## src/inc/cmpl_pkg.sv

```systemverilog
package cmpl_pkg;

  // ****************************************************************
  // timing
  // ****************************************************************
  localparam int unsigned CLK_HZ = 100_000_000; // system clock
  localparam int unsigned TICK_HZ = 2_000_000; // internal timing clock
  localparam int unsigned TICK_DIV = CLK_HZ / TICK_HZ;
  localparam int unsigned PERIOD_TICKS = 8; // ticks per switching period
  localparam int unsigned RAMP_TICKS = 3; // ramp held off, 1.5 us
  localparam int unsigned START_NS = 100; // start / blanking pulse
  localparam int unsigned START_CYC =
    (START_NS * (CLK_HZ / 1_000_000) + 999) / 1000;
  localparam int unsigned DIV_W = $clog2(TICK_DIV);
  localparam int unsigned PH_W = $clog2(PERIOD_TICKS);
  localparam int unsigned BL_W = $clog2(START_CYC + 1);
  localparam logic [DIV_W-1:0] DIV_LAST = DIV_W'(TICK_DIV - 1);
  localparam logic [PH_W-1:0] PH_LAST = PH_W'(PERIOD_TICKS - 1);
  localparam logic [PH_W-1:0] PH_RAMP = PH_W'(RAMP_TICKS);
  localparam logic [BL_W-1:0] BL_LOAD = BL_W'(START_CYC);

  // ****************************************************************
  // register map
  // ****************************************************************
  localparam int unsigned AW = 12;
  localparam logic [AW-1:0] CTRL_ADDR = 12'h000;
  localparam logic [AW-1:0] STATUS_ADDR = 12'h004;
  localparam logic [AW-1:0] IRQ_STAT_ADDR = 12'h008;
  localparam logic [AW-1:0] IRQ_MASK_ADDR = 12'h00C;
  localparam logic [AW-1:0] CYCLES_ADDR = 12'h010;
  localparam logic CTRL_RUN_RST = 1'b1;
  localparam int unsigned EV_W = 5;
  localparam logic [EV_W-1:0] IRQ_MASK_RST = 5'h00;
  localparam int unsigned EV_TRIP = 0; // on-time ended by trip
  localparam int unsigned EV_LOCK = 1; // supply lockout entered
  localparam int unsigned EV_HOT = 2; // over-temperature
  localparam int unsigned EV_SHDN = 3; // external shutdown
  localparam int unsigned EV_CLAMP = 4; // error node clamp engaged
  localparam int unsigned CYC_W = 16;

  // ****************************************************************
  // carriers
  // ****************************************************************
  typedef struct packed {
    logic psel;
    logic penable;
    logic pwrite;
    logic [AW-1:0] paddr;
    logic [31:0] pwdata;
  } cmpl_apb_req_t;

  typedef struct packed {
    logic pready;
    logic [31:0] prdata;
    logic pslverr;
  } cmpl_apb_rsp_t;

  // comparator outputs from the analog section, all active high
  typedef struct packed {
    logic curTrip; // sensed current plus ramp above error current
    logic supplyAboveRise; // supply_input above 10.3 V
    logic supplyAboveFall; // supply_input above release-minus-0.5 V
    logic overTemp; // junction above 125 C
    logic errAboveEnable; // error voltage above 1.5 V
    logic errBelowZero; // error voltage below 2.55 V
    logic errAboveClamp; // error voltage above 7.0 V
    logic extShutdown; // error node pulled to ground
  } cmpl_ana_t;

  typedef struct packed {
    logic powerSwitchOn; // gate drive of power_switch
    logic startPulse; // set / blanking pulse
    logic rampEnable; // slope compensation on
    logic errAmpEnable; // error amplifier released
    logic errClampPull; // pull-down on the error node
  } cmpl_drv_t;

endpackage : cmpl_pkg

```

## src/hdl/cmpl_sync.sv

```systemverilog
// two-stage synchroniser for a bus of independent levels
module cmpl_sync #(
  parameter int unsigned W = 1
) (
  input wire logic clk, // system clock
  input wire logic srst, // synchronous reset
  input wire logic [W-1:0] din, // asynchronous levels
  output logic [W-1:0] dout // synchronised levels
);

  logic [W-1:0] meta_reg;
  logic [W-1:0] sync_reg;

  // first stage feeds only the second
  always_ff @(posedge clk) begin
    if (srst) begin
      meta_reg <= '0;
      sync_reg <= '0;
    end else begin
      meta_reg <= din;
      sync_reg <= meta_reg;
    end
  end

  assign dout = sync_reg;

endmodule : cmpl_sync

```

## src/hdl/cmpl_pwm_ctrl.sv

```systemverilog
// Functional notes
// period is eight ticks of 2 MHz
// 100 ns start pulse sets latch every period
// trip ignored during start pulse
// ramp enable off first 1.5 us
// current trip resets latch, switch off
// trip to switch off under 50 ns
// lockout, overtemp, shutdown reset latch
// minimum on-time is blanking plus delay
// low error voltage holds latch off
// clamp comparator pulls error node down
// switch off at power-up, amp after supply
// no trip keeps switch on into next period
// supply lockout with 0.5 V hysteresis
// sync inputs except direct current trip
//
// Chosen here: the APB register port and the register offsets.
module cmpl_pwm_ctrl (
  input wire logic clk, // 100 MHz system clock
  input wire logic srst, // synchronous reset, active high
  input wire cmpl_pkg::cmpl_apb_req_t apbReq, // apb request
  output cmpl_pkg::cmpl_apb_rsp_t apbRsp, // apb response
  input wire cmpl_pkg::cmpl_ana_t ana, // analog comparators
  output cmpl_pkg::cmpl_drv_t drv, // drive outputs
  output logic irq // level interrupt
);
  import cmpl_pkg::*;

  // ****************************************************************
  // state
  // ****************************************************************
  typedef struct packed {
    logic [DIV_W-1:0] divCnt;
    logic [PH_W-1:0] phase;
    logic [BL_W-1:0] blankCnt;
    logic onLatch;
    logic lockout;
    logic rampEn;
    logic clampPull;
    logic hotPrev;
    logic shdnPrev;
    logic run;
    logic [EV_W-1:0] irqStat;
    logic [EV_W-1:0] irqMask;
    logic [CYC_W-1:0] cycles;
    logic [31:0] prdata;
    logic pslverr;
  } cmpl_state_t;

  cmpl_state_t st_reg;
  cmpl_state_t st_next;

  // ****************************************************************
  // input synchronisation
  // ****************************************************************
  localparam int unsigned NSYNC = 7;
  logic [NSYNC-1:0] syncIn;
  logic [NSYNC-1:0] syncOut;
  logic tripS;
  logic riseS;
  logic fallS;
  logic hotS;
  logic enS;
  logic clampS;
  logic shdnS;

  // slow analog levels pass two flops; the raw trip also acts directly
  assign syncIn = {ana.curTrip, ana.supplyAboveRise, ana.supplyAboveFall,
                   ana.overTemp, ana.errAboveEnable, ana.errAboveClamp,
                   ana.extShutdown};

  cmpl_sync #(
    .W(NSYNC)
  ) u_sync (
    .clk(clk),
    .srst(srst),
    .din(syncIn),
    .dout(syncOut)
  );

  assign {tripS, riseS, fallS, hotS, enS, clampS, shdnS} = syncOut;

  // ****************************************************************
  // decode
  // ****************************************************************
  logic tick;
  logic periodStart;
  logic blanking;
  logic fault;
  logic setOk;
  logic tripKill;
  logic apbSetup;
  logic apbWrite;
  logic addrHit;
  logic [EV_W-1:0] events;
  logic [31:0] statusWord;

  // 2 MHz tick and period boundary
  assign tick = (st_reg.divCnt == DIV_LAST);
  assign periodStart = tick && (st_reg.phase == PH_LAST);
  assign blanking = (st_reg.blankCnt != '0);

  // any fault forces the on-time latch off and blocks its set
  assign fault = st_reg.lockout | hotS | shdnS;
  // light-load hold-off and software run gate the set
  assign setOk = ~fault & enS & st_reg.run;

  // raw trip gated by blanking, cuts the gate drive combinationally
  assign tripKill = ana.curTrip & ~blanking;

  assign apbSetup = apbReq.psel & ~apbReq.penable;
  assign apbWrite = apbReq.psel & apbReq.penable & apbReq.pwrite;
  assign addrHit = (apbReq.paddr == CTRL_ADDR) ||
                   (apbReq.paddr == STATUS_ADDR) ||
                   (apbReq.paddr == IRQ_STAT_ADDR) ||
                   (apbReq.paddr == IRQ_MASK_ADDR) ||
                   (apbReq.paddr == CYCLES_ADDR);

  // interrupt sources
  always_comb begin
    events = '0;
    events[EV_TRIP] = st_reg.onLatch & tripS & ~blanking;
    events[EV_LOCK] = ~st_reg.lockout & ~fallS;
    events[EV_HOT] = hotS & ~st_reg.hotPrev;
    events[EV_SHDN] = shdnS & ~st_reg.shdnPrev;
    events[EV_CLAMP] = clampS & ~st_reg.clampPull;
  end

  // status word seen by software
  always_comb begin
    statusWord = '0;
    statusWord[0] = st_reg.onLatch;
    statusWord[1] = st_reg.lockout;
    statusWord[2] = hotS;
    statusWord[3] = shdnS;
    statusWord[4] = enS;
    statusWord[5] = st_reg.rampEn;
    statusWord[6] = st_reg.clampPull;
    statusWord[7] = blanking;
    statusWord[8 +: PH_W] = st_reg.phase;
  end

  // ****************************************************************
  // next state
  // ****************************************************************
  always_comb begin
    st_next = st_reg;

    // timing chain from the 100 MHz clock
    if (tick) begin
      st_next.divCnt = '0;
      st_next.phase = (st_reg.phase == PH_LAST) ? '0 :
                      st_reg.phase + PH_W'(1);
    end else begin
      st_next.divCnt = st_reg.divCnt + DIV_W'(1);
    end

    // ramp held off for the first three ticks
    st_next.rampEn = (st_next.phase >= PH_RAMP);

    // start / blanking pulse countdown
    if (periodStart) begin
      st_next.blankCnt = BL_LOAD;
    end else if (blanking) begin
      st_next.blankCnt = st_reg.blankCnt - BL_W'(1);
    end

    // supply lockout with separate set and release thresholds
    if (st_reg.lockout) begin
      if (riseS) begin
        st_next.lockout = 1'b0;
      end
    end else if (~fallS) begin
      st_next.lockout = 1'b1;
    end

    // on-time latch: faults first, then trip, then set
    if (fault) begin
      st_next.onLatch = 1'b0;
    end else if (st_reg.onLatch && tripS && !blanking) begin
      st_next.onLatch = 1'b0;
    end else if (periodStart && setOk) begin
      st_next.onLatch = 1'b1;
    end else if (!enS) begin
      st_next.onLatch = 1'b0;
    end
    // no trip: the latch simply holds across the boundary

    // clamp drive follows the short-circuit comparator
    st_next.clampPull = clampS;
    st_next.hotPrev = hotS;
    st_next.shdnPrev = shdnS;

    if (periodStart) begin
      st_next.cycles = st_reg.cycles + CYC_W'(1);
    end

    // sticky flags, set wins over write-one-to-clear
    st_next.irqStat = st_reg.irqStat | events;
    if (apbWrite && apbReq.paddr == IRQ_STAT_ADDR) begin
      st_next.irqStat = (st_reg.irqStat & ~apbReq.pwdata[EV_W-1:0]) |
                        events;
    end
    if (apbWrite && apbReq.paddr == IRQ_MASK_ADDR) begin
      st_next.irqMask = apbReq.pwdata[EV_W-1:0];
    end
    if (apbWrite && apbReq.paddr == CTRL_ADDR) begin
      st_next.run = apbReq.pwdata[0];
    end

    // read data latched in the setup phase
    if (apbSetup) begin
      st_next.pslverr = ~addrHit;
      st_next.prdata = '0;
      if (!apbReq.pwrite) begin
        unique case (apbReq.paddr)
          CTRL_ADDR: st_next.prdata = {31'h0, st_reg.run};
          STATUS_ADDR: st_next.prdata = statusWord;
          IRQ_STAT_ADDR: st_next.prdata = {27'h0, st_reg.irqStat};
          IRQ_MASK_ADDR: st_next.prdata = {27'h0, st_reg.irqMask};
          CYCLES_ADDR: st_next.prdata = {16'h0, st_reg.cycles};
          default: st_next.prdata = '0;
        endcase
      end
    end
  end

  // ****************************************************************
  // state register
  // ****************************************************************
  always_ff @(posedge clk) begin
    if (srst) begin
      st_reg <= '0;
      st_reg.lockout <= 1'b1;
      st_reg.run <= CTRL_RUN_RST;
      st_reg.irqMask <= IRQ_MASK_RST;
    end else begin
      st_reg <= st_next;
    end
  end

  // ****************************************************************
  // outputs
  // ****************************************************************
  // gate off at once on an unblanked raw trip
  assign drv.powerSwitchOn = st_reg.onLatch & ~tripKill;
  assign drv.startPulse = blanking;
  assign drv.rampEnable = st_reg.rampEn;
  assign drv.errAmpEnable = ~st_reg.lockout;
  assign drv.errClampPull = st_reg.clampPull;

  assign irq = |(st_reg.irqStat & st_reg.irqMask);

  // apb answers with zero wait states
  assign apbRsp.pready = 1'b1;
  assign apbRsp.prdata = st_reg.prdata;
  assign apbRsp.pslverr = st_reg.pslverr & apbReq.psel & apbReq.penable;

endmodule : cmpl_pwm_ctrl

```

## config.mk

```make
export PLATFORM = sky130hd
export DESIGN_NAME = cmpl_pwm_ctrl
export DESIGN_NICKNAME = d
export VERILOG_FILES = /design/src/inc/cmpl_pkg.sv /design/src/hdl/cmpl_sync.sv /design/src/hdl/cmpl_pwm_ctrl.sv
export SDC_FILE = /design/constraint.sdc
export NUM_CORES = 1
export LEC_CHECK = 0
export BUFFER_PORTS_ARGS = -buffer_cell sky130_fd_sc_hd__buf_2
export CAP_MARGIN = 10
export CORE_ASPECT_RATIO = 0.5
export CORE_MARGIN = 2
export CORE_UTILIZATION = 43
export CTS_CLUSTER_DIAMETER = 50
export DETAILED_ROUTE_END_ITERATION = 8
export HOLD_SLACK_MARGIN = 0.1
export PLACE_DENSITY = 0.68
export SLEW_MARGIN = 40
export SYNTH_ARGS = -nofsm -noshare
export SYNTH_HDL_FRONTEND = slang
export SYNTH_SLANG_ARGS = --single-unit
```

## constraint.sdc

```tcl
create_clock -name clk -period 2.1 [get_ports clk]
set_input_delay 0.21 -clock clk [delete_from_list [all_inputs] [get_ports clk]]
set_output_delay 0.21 -clock clk [all_outputs]
set_load 0.03 [all_outputs]
```

Word-level counts from Yosys, hierarchy flattened
Cells that the tools add are included.

Register bits: 93. Bits of input ports: 57.

Add/subtract/negate cells: 4. $lt $le $gt $ge: 1. Equal/unequal tests: 7. Multiplexer cells: 12. Bitwise gates (word level): 32. Reductions and logical operators: 19.

Operators by type and width (count): case mux 16 bit (5 select lines) (1); equality test 12 x 4 -> 1 bit, second input constant (2); adder 16 x 1 -> 16 bit, second input constant (1); 2-to-1 mux 16 bit (1); bitwise AND 1 bit (15); equality test 12 x 3 -> 1 bit, second input constant (1); equality test 12 x 5 -> 1 bit, second input constant (1); logical NOT 12 bit (1); bitwise AND 5 bit (2); inverter 1 bit (10); OR 5 bit (2); 2-to-1 mux 4 bit (2); logical AND 1 bit (7); adder 6 x 1 -> 6 bit, second input constant (1); equality test 6 bit, second input constant (1); 2-to-1 mux 3 bit (2); 2-to-1 mux 1 bit (5); 2-to-1 mux 5 bit (1); inverter 5 bit (1); OR reduction 5 bit (1); logical OR 1 bit (4); nonzero test 4 bit (1); OR reduction 2 bit (2); subtractor 4 x 1 -> 4 bit, second input constant (1); 8 further kinds (9).

Logic depth before layout (Yosys ltp)
Gate-level depths: netlist of the first run.

Depth in word-level cells: 7. Depth in mapped cells: 7. Gate-level depth less buffers: 6.

Hierarchy
A second synthesis of the first run with hierarchy kept.

Cell total of the unflattened synthesis: 396. Area, all modules: 3562.2 µm².

By module, submodules not included: cmpl_pwm_ctrl (times used 1, cells an instance 367, area each 3154.3 µm², sequential area each 1261.2 µm²); cmpl_sync (times used 1, cells an instance 29, area each 407.9 µm², sequential area each 280.3 µm²).

Worst setup path after synthesis of the first run
OpenSTA, ideal clock, no wires.

Path type: register to register. From: register st_reg[70] in the netlist's numbering. To: register st_reg[45] in the netlist's numbering. Arrival time: 1.796 ns. Slack: 0.234 ns. Stages on the path, launching flop included: 8. Cell sequence: dfxtp_1 ha_1 ha_1 nand4bb_4 or4_1 clkbuf_2 or3_1 a21oi_1.

Longest elaborated chain between the ends: 2.

RTL lines: start, declared (RTL line cmpl_pwm_ctrl.sv:50) `cmpl_state_t st_reg;`; start signal, assigned (RTL line cmpl_pwm_ctrl.sv:238) `st_reg <= st_next;`; equality test 3 bit (RTL line cmpl_pwm_ctrl.sv:100) `assign periodStart = tick && (st_reg.phase == PH_LAST);`; logical AND 1 bit (RTL line cmpl_pwm_ctrl.sv:100).

Every way passes these cells. A chain may end at the register's enable or synchronous reset.

Worst setup path in the final report of the first run
From: register st_reg[70] in the netlist's numbering. To: register st_reg[46] in the netlist's numbering.

Same word-level chain as after synthesis.

==> reports/results.txt, run 1 <==
Outcome = finished, final reports clean
DR pass1 iterations = 5
Post-Syn Area = 3560 sq um
Row count = 23
CTS clk-pin slew, worst paths = 0.06 ns
ANT cells = 0
Layout area overhead = 16.5%
Crit-path max FO = 9
Inst Count DP = 534
Max rail drop VDD = 0.000422 V
Reg area = 1540 sq um
Worst path arrival time = 2.24 ns
Critical path type = reg -> reg
Fillers = 774
Largest area contributor in the netlist = dfxtp_1
Post-synthesis xor/xnor area fraction = 0.0222
Share of cells above drive strength 1 = 0.196
DRC = 0
Clk_skew = 0.00472 ns
Hold WS = 0.132 ns
Area occupied by multi-input gates = 1700 sq um
Hold WC Path Type = in -> reg
Synth async-reset ratio = 0
Clock Tree Root = clkbuf_16
Post-route insts no fill = 557
Worst-Margin Slew = 0.654 ns
WL per Instance = 12.9 um
Seq/Total Area, Yosys = 0.433
Fin crit share = 0.942
Final ANT Viol Nets = 0
Post-synth EDFFs = 0
Synth Instances = 404
Power density cells = 829 nW/um^2
CTS tree = done
Initial Util = 0.443
Relative slew slack = 0.560
Final setup fails = 0
Post-synthesis compound-gate area fraction = 0.135
Largest family of logic cells by synthesized area = simple AND/OR/NAND/NOR gates
Final HPWL DP = 5070 um
Tot GR Track Use = 0.167
Most frequent cells in the layout = dfxtp_1, buf_2, a21oi_1
Crit start category = flop
Post-Synth Simple-Gate Area = 0.258
Leading cell type in the layout, fill and taps excluded = dfxtp_1
Fin area = 4140 sq um
Syn avg cell area = 8.81 sq um
CTS max path bufs = 2
DRT iter0 DRCs = 145
Synth Warn # = 0
Final WL = 7170 um
Vias in the first global route = 2373
GP Congestion = 0.773
CP required = 2.37 ns
CTS Sinks = 77
PnR worst setup slack = 0.122 ns
Crit path time final = 1.98 ns
Critical Path End Type = flop
Die area = 9060 sq um
Final setup TNS = 0 ns
Post-DR vias/cell = 4.98
Unrepaired setup endpoints after global routing = false
Worst slack, placed = 0.0545 ns
Die Wd = 133 um
Max Cap Violations = 0
Die Y = 68.3 um
H-tree lvl count = 3
Yosys top cell area share = 0.433
Lkg Pwr = 1.67 nW
Core Area = 8030 sq um
Global route overflow = 0
Io pins = 97
Cell variety after synth = 49
Max Clk Rate = 506 MHz
Vias = 2774
Placed cell area = 3720 sq um
Synth top area cells = dfxtp_1, buf_4, nor2b_1, a21oi_1, o21ai_0
Clk_lat worst skew = 0.34 ns
Max reg flops = 45
Pin count of the biggest net entering global routing = 59
Post-CTS setup buffer count = 0
Adder-cell share of the synthesized area = 0.0176
PortBufs = 51
Max Transition Viols Final = 0
Seq cells post-synth = 77
Fin. Hold Viols = 0
CTS buffer count = 9
Global-route wire length before repair = 11600 um
Post-synthesis mux area share = 0.0229
Final net count = 502
Top FF cell, synth = dfxtp_1
Initial antenna violation count = 0
final timing paths:
check / slack (ns) / to / startpoint / cells past startpoint
setup / recovery: 0.12 / st_reg[46] / st_reg[70] / 6
hold / removal: 0.13 / st_reg[0] / srst / 2
setup reg to reg: 0.12 / st_reg[46] / st_reg[70] / 6
hold reg to reg: 0.43 / u_sync.dout[4] / u_sync.meta_reg[4] / 1
stage by stage:
step | power [mW] | util
detailed placement | 1.71 | 0.463
global route | 3.56 | 0.516
finish | 3.44 | 0.516
CTS | 3.48 | 0.515
global placement | 1.71 | 0.463
floorplan | 1.68 | -
what timing repair did:
action / CTS / global route
hold buffers: 7 / 0
endpoints found under the setup margin: 0 / 8
resized for setup: 0 / 3
endpoints found under the hold margin: 7 / 0
cell usage after synthesis, types with 2 or more instances:
cell type and n:
xor2_1 4, buf_1 2, a21oi_1 28, o21ai_0 23, a22oi_1 7, buf_4 36
nand2b_1 4, xnor2_1 5, a211oi_1 2, and3_1 7, inv_1 12, or3_1 5
and2_1 3, clkbuf_1 15, nor4_1 5, nand4b_1 4, nand4_1 5, conb_1 2
o22ai_1 2, o211ai_1 4, nand2_1 20, nand3_1 19, nor2b_1 23, nand3b_1 9
dfxtp_1 77, o31ai_1 4, a22o_1 6, nor3_1 7, mux2i_1 7, ha_1 5
or2_2 3, nor2_1 25, or4_1 4, and4_1 5
cell families (layout without fill, tap and decap cells):
family,count (synthesis),count (layout)
mux,8,8
xor+xnor,9,9
other cells,2,17
buf+inv,67,93
fa+ha+maj,5,5
simple gates,156,156
compound gates,80,80
flops,77,77
worst max-delay path, stage by stage, from the launching register on:
cell,delay [ns]
dfxtp_1,0.37
ha_1,0.18
ha_2,0.26
and4bb_2,0.28
nand2_1,0.21
or4_1,0.46
a21oi_1,0.15
power by group:
part / internal, mW / switching (mW)
registers: 1.49 / 0.0169
clock network: 1.16 / 0.586
logic: 0.0650 / 0.121
total: 2.71 / 0.725
metal layers:
| layer | track usage | part of all wire | wire (um) |
|---|---|---|---|
| met5 | 0 | 0 | 0 |
| met2 | 0.247 | 0.43 | 3050 |
| met1 | 0.224 | 0.49 | 3540 |
| met4 | 0.0645 | 0.010 | 74 |
| met3 | 0.0578 | 0.070 | 499 |
layout make-up:
class	instances	share of cell area
clock buffers	10	0.0553
clock inverters	6	0.0269
inverters	12	0.0109
multi-input cells	275	0.410
flip-flops and latches	77	0.372
well taps	112	0.0338
repair buffers	65	0.0912
(Power assumes the default switching activity.)
==> inputs of run 2 (changes only) <==
--- a/config.mk
+++ b/config.mk
@@ -7,7 +7,7 @@
 export LEC_CHECK = 0
 export BUFFER_PORTS_ARGS = -buffer_cell sky130_fd_sc_hd__buf_2
 export CAP_MARGIN = 10
-export CORE_ASPECT_RATIO = 0.5
+export CORE_ASPECT_RATIO = 0.6
 export CORE_MARGIN = 2
 export CORE_UTILIZATION = 43
 export CTS_CLUSTER_DIAMETER = 50
==> reports/results.txt, run 2 (synthesis gave the netlist of run 1 again) <==
Outcome = finished, final reports clean
Post-CTS setup buffer count = 0 (unchanged)
Worst hold stages = 3 (+1)
PnR worst setup slack = 0.184 ns (+0.0620 ns)
Min-delay src = apbReq[3]
Clock Tree Root = clkbuf_16
DR pass1 iterations = 6 (+1)
Most frequent cells in the layout = dfxtp_1, buf_2, a21oi_1
CTS buffer count = 9 (unchanged)
Die Y = 74.5 um (+9.0%)
Fin. Hold Viols = 0 (unchanged)
Final setup fails = 0 (unchanged)
Seq pwr share = 0.448 (+0.011)
Max rail drop VDD = 0.000495 V (+17%)
Vias = 2827 (+1.9%)
Final WL = 7560 um (+5.4%)
Psw = 0.733 mW (+1.1%)
Critical path type = reg -> reg
Leading cell type in the layout, fill and taps excluded = dfxtp_1
Met2 usage = 0.234 (-0.0133)
Gr busiest metal = met1
FF-to-FF path depth = 6 (unchanged)
Critical Path End Type = flop
Worst slack, placed = 0.0675 ns (+0.0130 ns)
Met1 GRT Util = 0.262 (+0.0387)
Final setup TNS = 0 ns (unchanged)
Max Cap Violations = 0 (unchanged)
Share of cells above drive strength 1 = 0.198 (+0.00225)
CP endpoint = st_reg[47]
WL per Instance = 13.7 um (+6.2%)
Setup crit start = st_reg[70]
Clk_lat worst skew = 0.33 ns (about the same)
CTS Sinks = 77 (unchanged)
Final ANT Viol Nets = 0 (unchanged)
Initial antenna violation count = 0 (unchanged)
ANT cells = 0 (unchanged)
Fin crit share = 0.912 (-0.0295)
Tot GR Track Use = 0.177 (+0.0104)
Reg-to-Reg Start = st_reg[70]
Clk_skew = 0.00654 ns (+0.00182 ns)
Fin area = 4120 sq um (-0.57%)
Worst path arrival time = 2.18 ns (-0.06 ns)
Max reg flops = 45 (unchanged)
Hold WC Path Type = in -> reg
CP required = 2.36 ns (about the same)
Core Area = 7950 sq um (-1.0%)
Pin count of the biggest net entering global routing = 60 (+1.7%)
Layout area overhead = 15.8%
Post-DR vias/cell = 5.11 (+2.6%)
DRT iter0 DRCs = 187 (+29%)
Clock share of power = 0.495 (-0.013)
Final HPWL DP = 5520 um (+8.9%)
Final net count = 502 (unchanged)
Relative slew slack = 0.585 (+0.0249)
Initial Util = 0.448 (+0.00468)
Sw Ratio = 0.219 (+0.00751)
Row count = 25 (+8.7%)
Worst-Margin Slew = 0.622 ns (-0.0319 ns)
Crit path time final = 1.92 ns (-0.0620 ns)
Crit-path max FO = 8 (-1)
DRC = 0 (unchanged)
CTS clk-pin slew, worst paths = 0.06 ns (about the same)
Max Transition Viols Final = 0 (unchanged)
Die Wd = 121 um (-8.5%)
RR Endpoint = st_reg[47]
Io pins = 97 (unchanged)
GP Congestion = 0.876 (+13%)
Unrepaired setup endpoints after global routing = false
Die area = 9040 sq um (-0.22%)
R2r setup slk = 0.18 ns (+0.06 ns)
CTS max path bufs = 2 (unchanged)
PortBufs = 51 (unchanged)
Comb pwr share = 0.057 (+0.003)
H-tree lvl count = 3 (unchanged)
Vias in the first global route = 2423 (+2.1%)
Global route overflow = 0 (unchanged)
Internal power = 2.62 mW (-3.3%)
Global-route wire length before repair = 12200 um (+5.4%)
Lkg Pwr = 1.66 nW (-0.28%)
GR Util met3 = 0.0652 (+0.00741)
Max Clk Rate = 522 MHz (+3.2%)
Power density cells = 814 nW/um^2 (-1.8%)
CTS tree = done
Placed cell area = 3720 sq um (-0.13%)
Crit start category = flop
-- run 2: layer usage --
layer  up-vias  share of wire
met5         -              0
met4         0          0.013
met3        11          0.091
met2        98           0.37
met1      1276           0.52
li1       1442              -
-- run 2: worst min-delay path by stage --
stage | end | slack [ns]
after floorplan | u_sync.meta_reg[0] | 0.34
final | st_reg[52] | 0.15
after global routing | st_reg[52] | 0.16
after global placement | u_sync.meta_reg[1] | 0.42
after CTS | st_reg[53] | 0.14
after detailed placement | u_sync.meta_reg[1] | 0.42
-- run 2: per-stage QoR --
| stage | hold WS, ns | instances | power, mW | utilization |
|---|---|---|---|---|
| final | 0.153 | 553 | 3.35 | 0.519 |
| after CTS | 0.140 | 553 | 3.39 | 0.517 |
| after floorplan | 0.338 | 419 | 1.68 | - |
| after global routing | 0.156 | 553 | 3.47 | 0.519 |
| after global placement | 0.417 | 530 | 1.71 | 0.467 |
| after detailed placement | 0.422 | 530 | 1.71 | 0.468 |
-- run 2: cell type report --
type | instances | area (sq um)
inverter | 12 | 45.0
clock inverter | 6 | 86.3
timing repair buffer | 65 | 378
multi-input combinational | 275 | 1700
tap | 108 | 135
sequential | 77 | 1540
clock buffer | 10 | 239
fill | 732 | 3820
-- run 2: power groups by stage --
stage                     Combinational (mW)  Sequential, mW  Clock, mW
after floorplan                        0.153            1.53          0
after global placement                 0.175            1.53          0
after detailed placement               0.178            1.53          0
after CTS                              0.189            1.50       1.70
after global routing                   0.210            1.50       1.76
final                                  0.190            1.50       1.66
-- run 2: what timing repair did --
action,in CTS,in global routing
hold buffers,7,0
resized for setup,0,3
endpoints found under the setup margin,0,7
hold endpoints to repair,7,0
-- run 2: worst max-delay path: stages (launching register included) --
cell,delay [ns]
dfxtp_1,0.38
ha_1,0.18
ha_2,0.24
nand4bb_4,0.11
or4_4,0.47
or3_1,0.32
a21oi_1,0.15
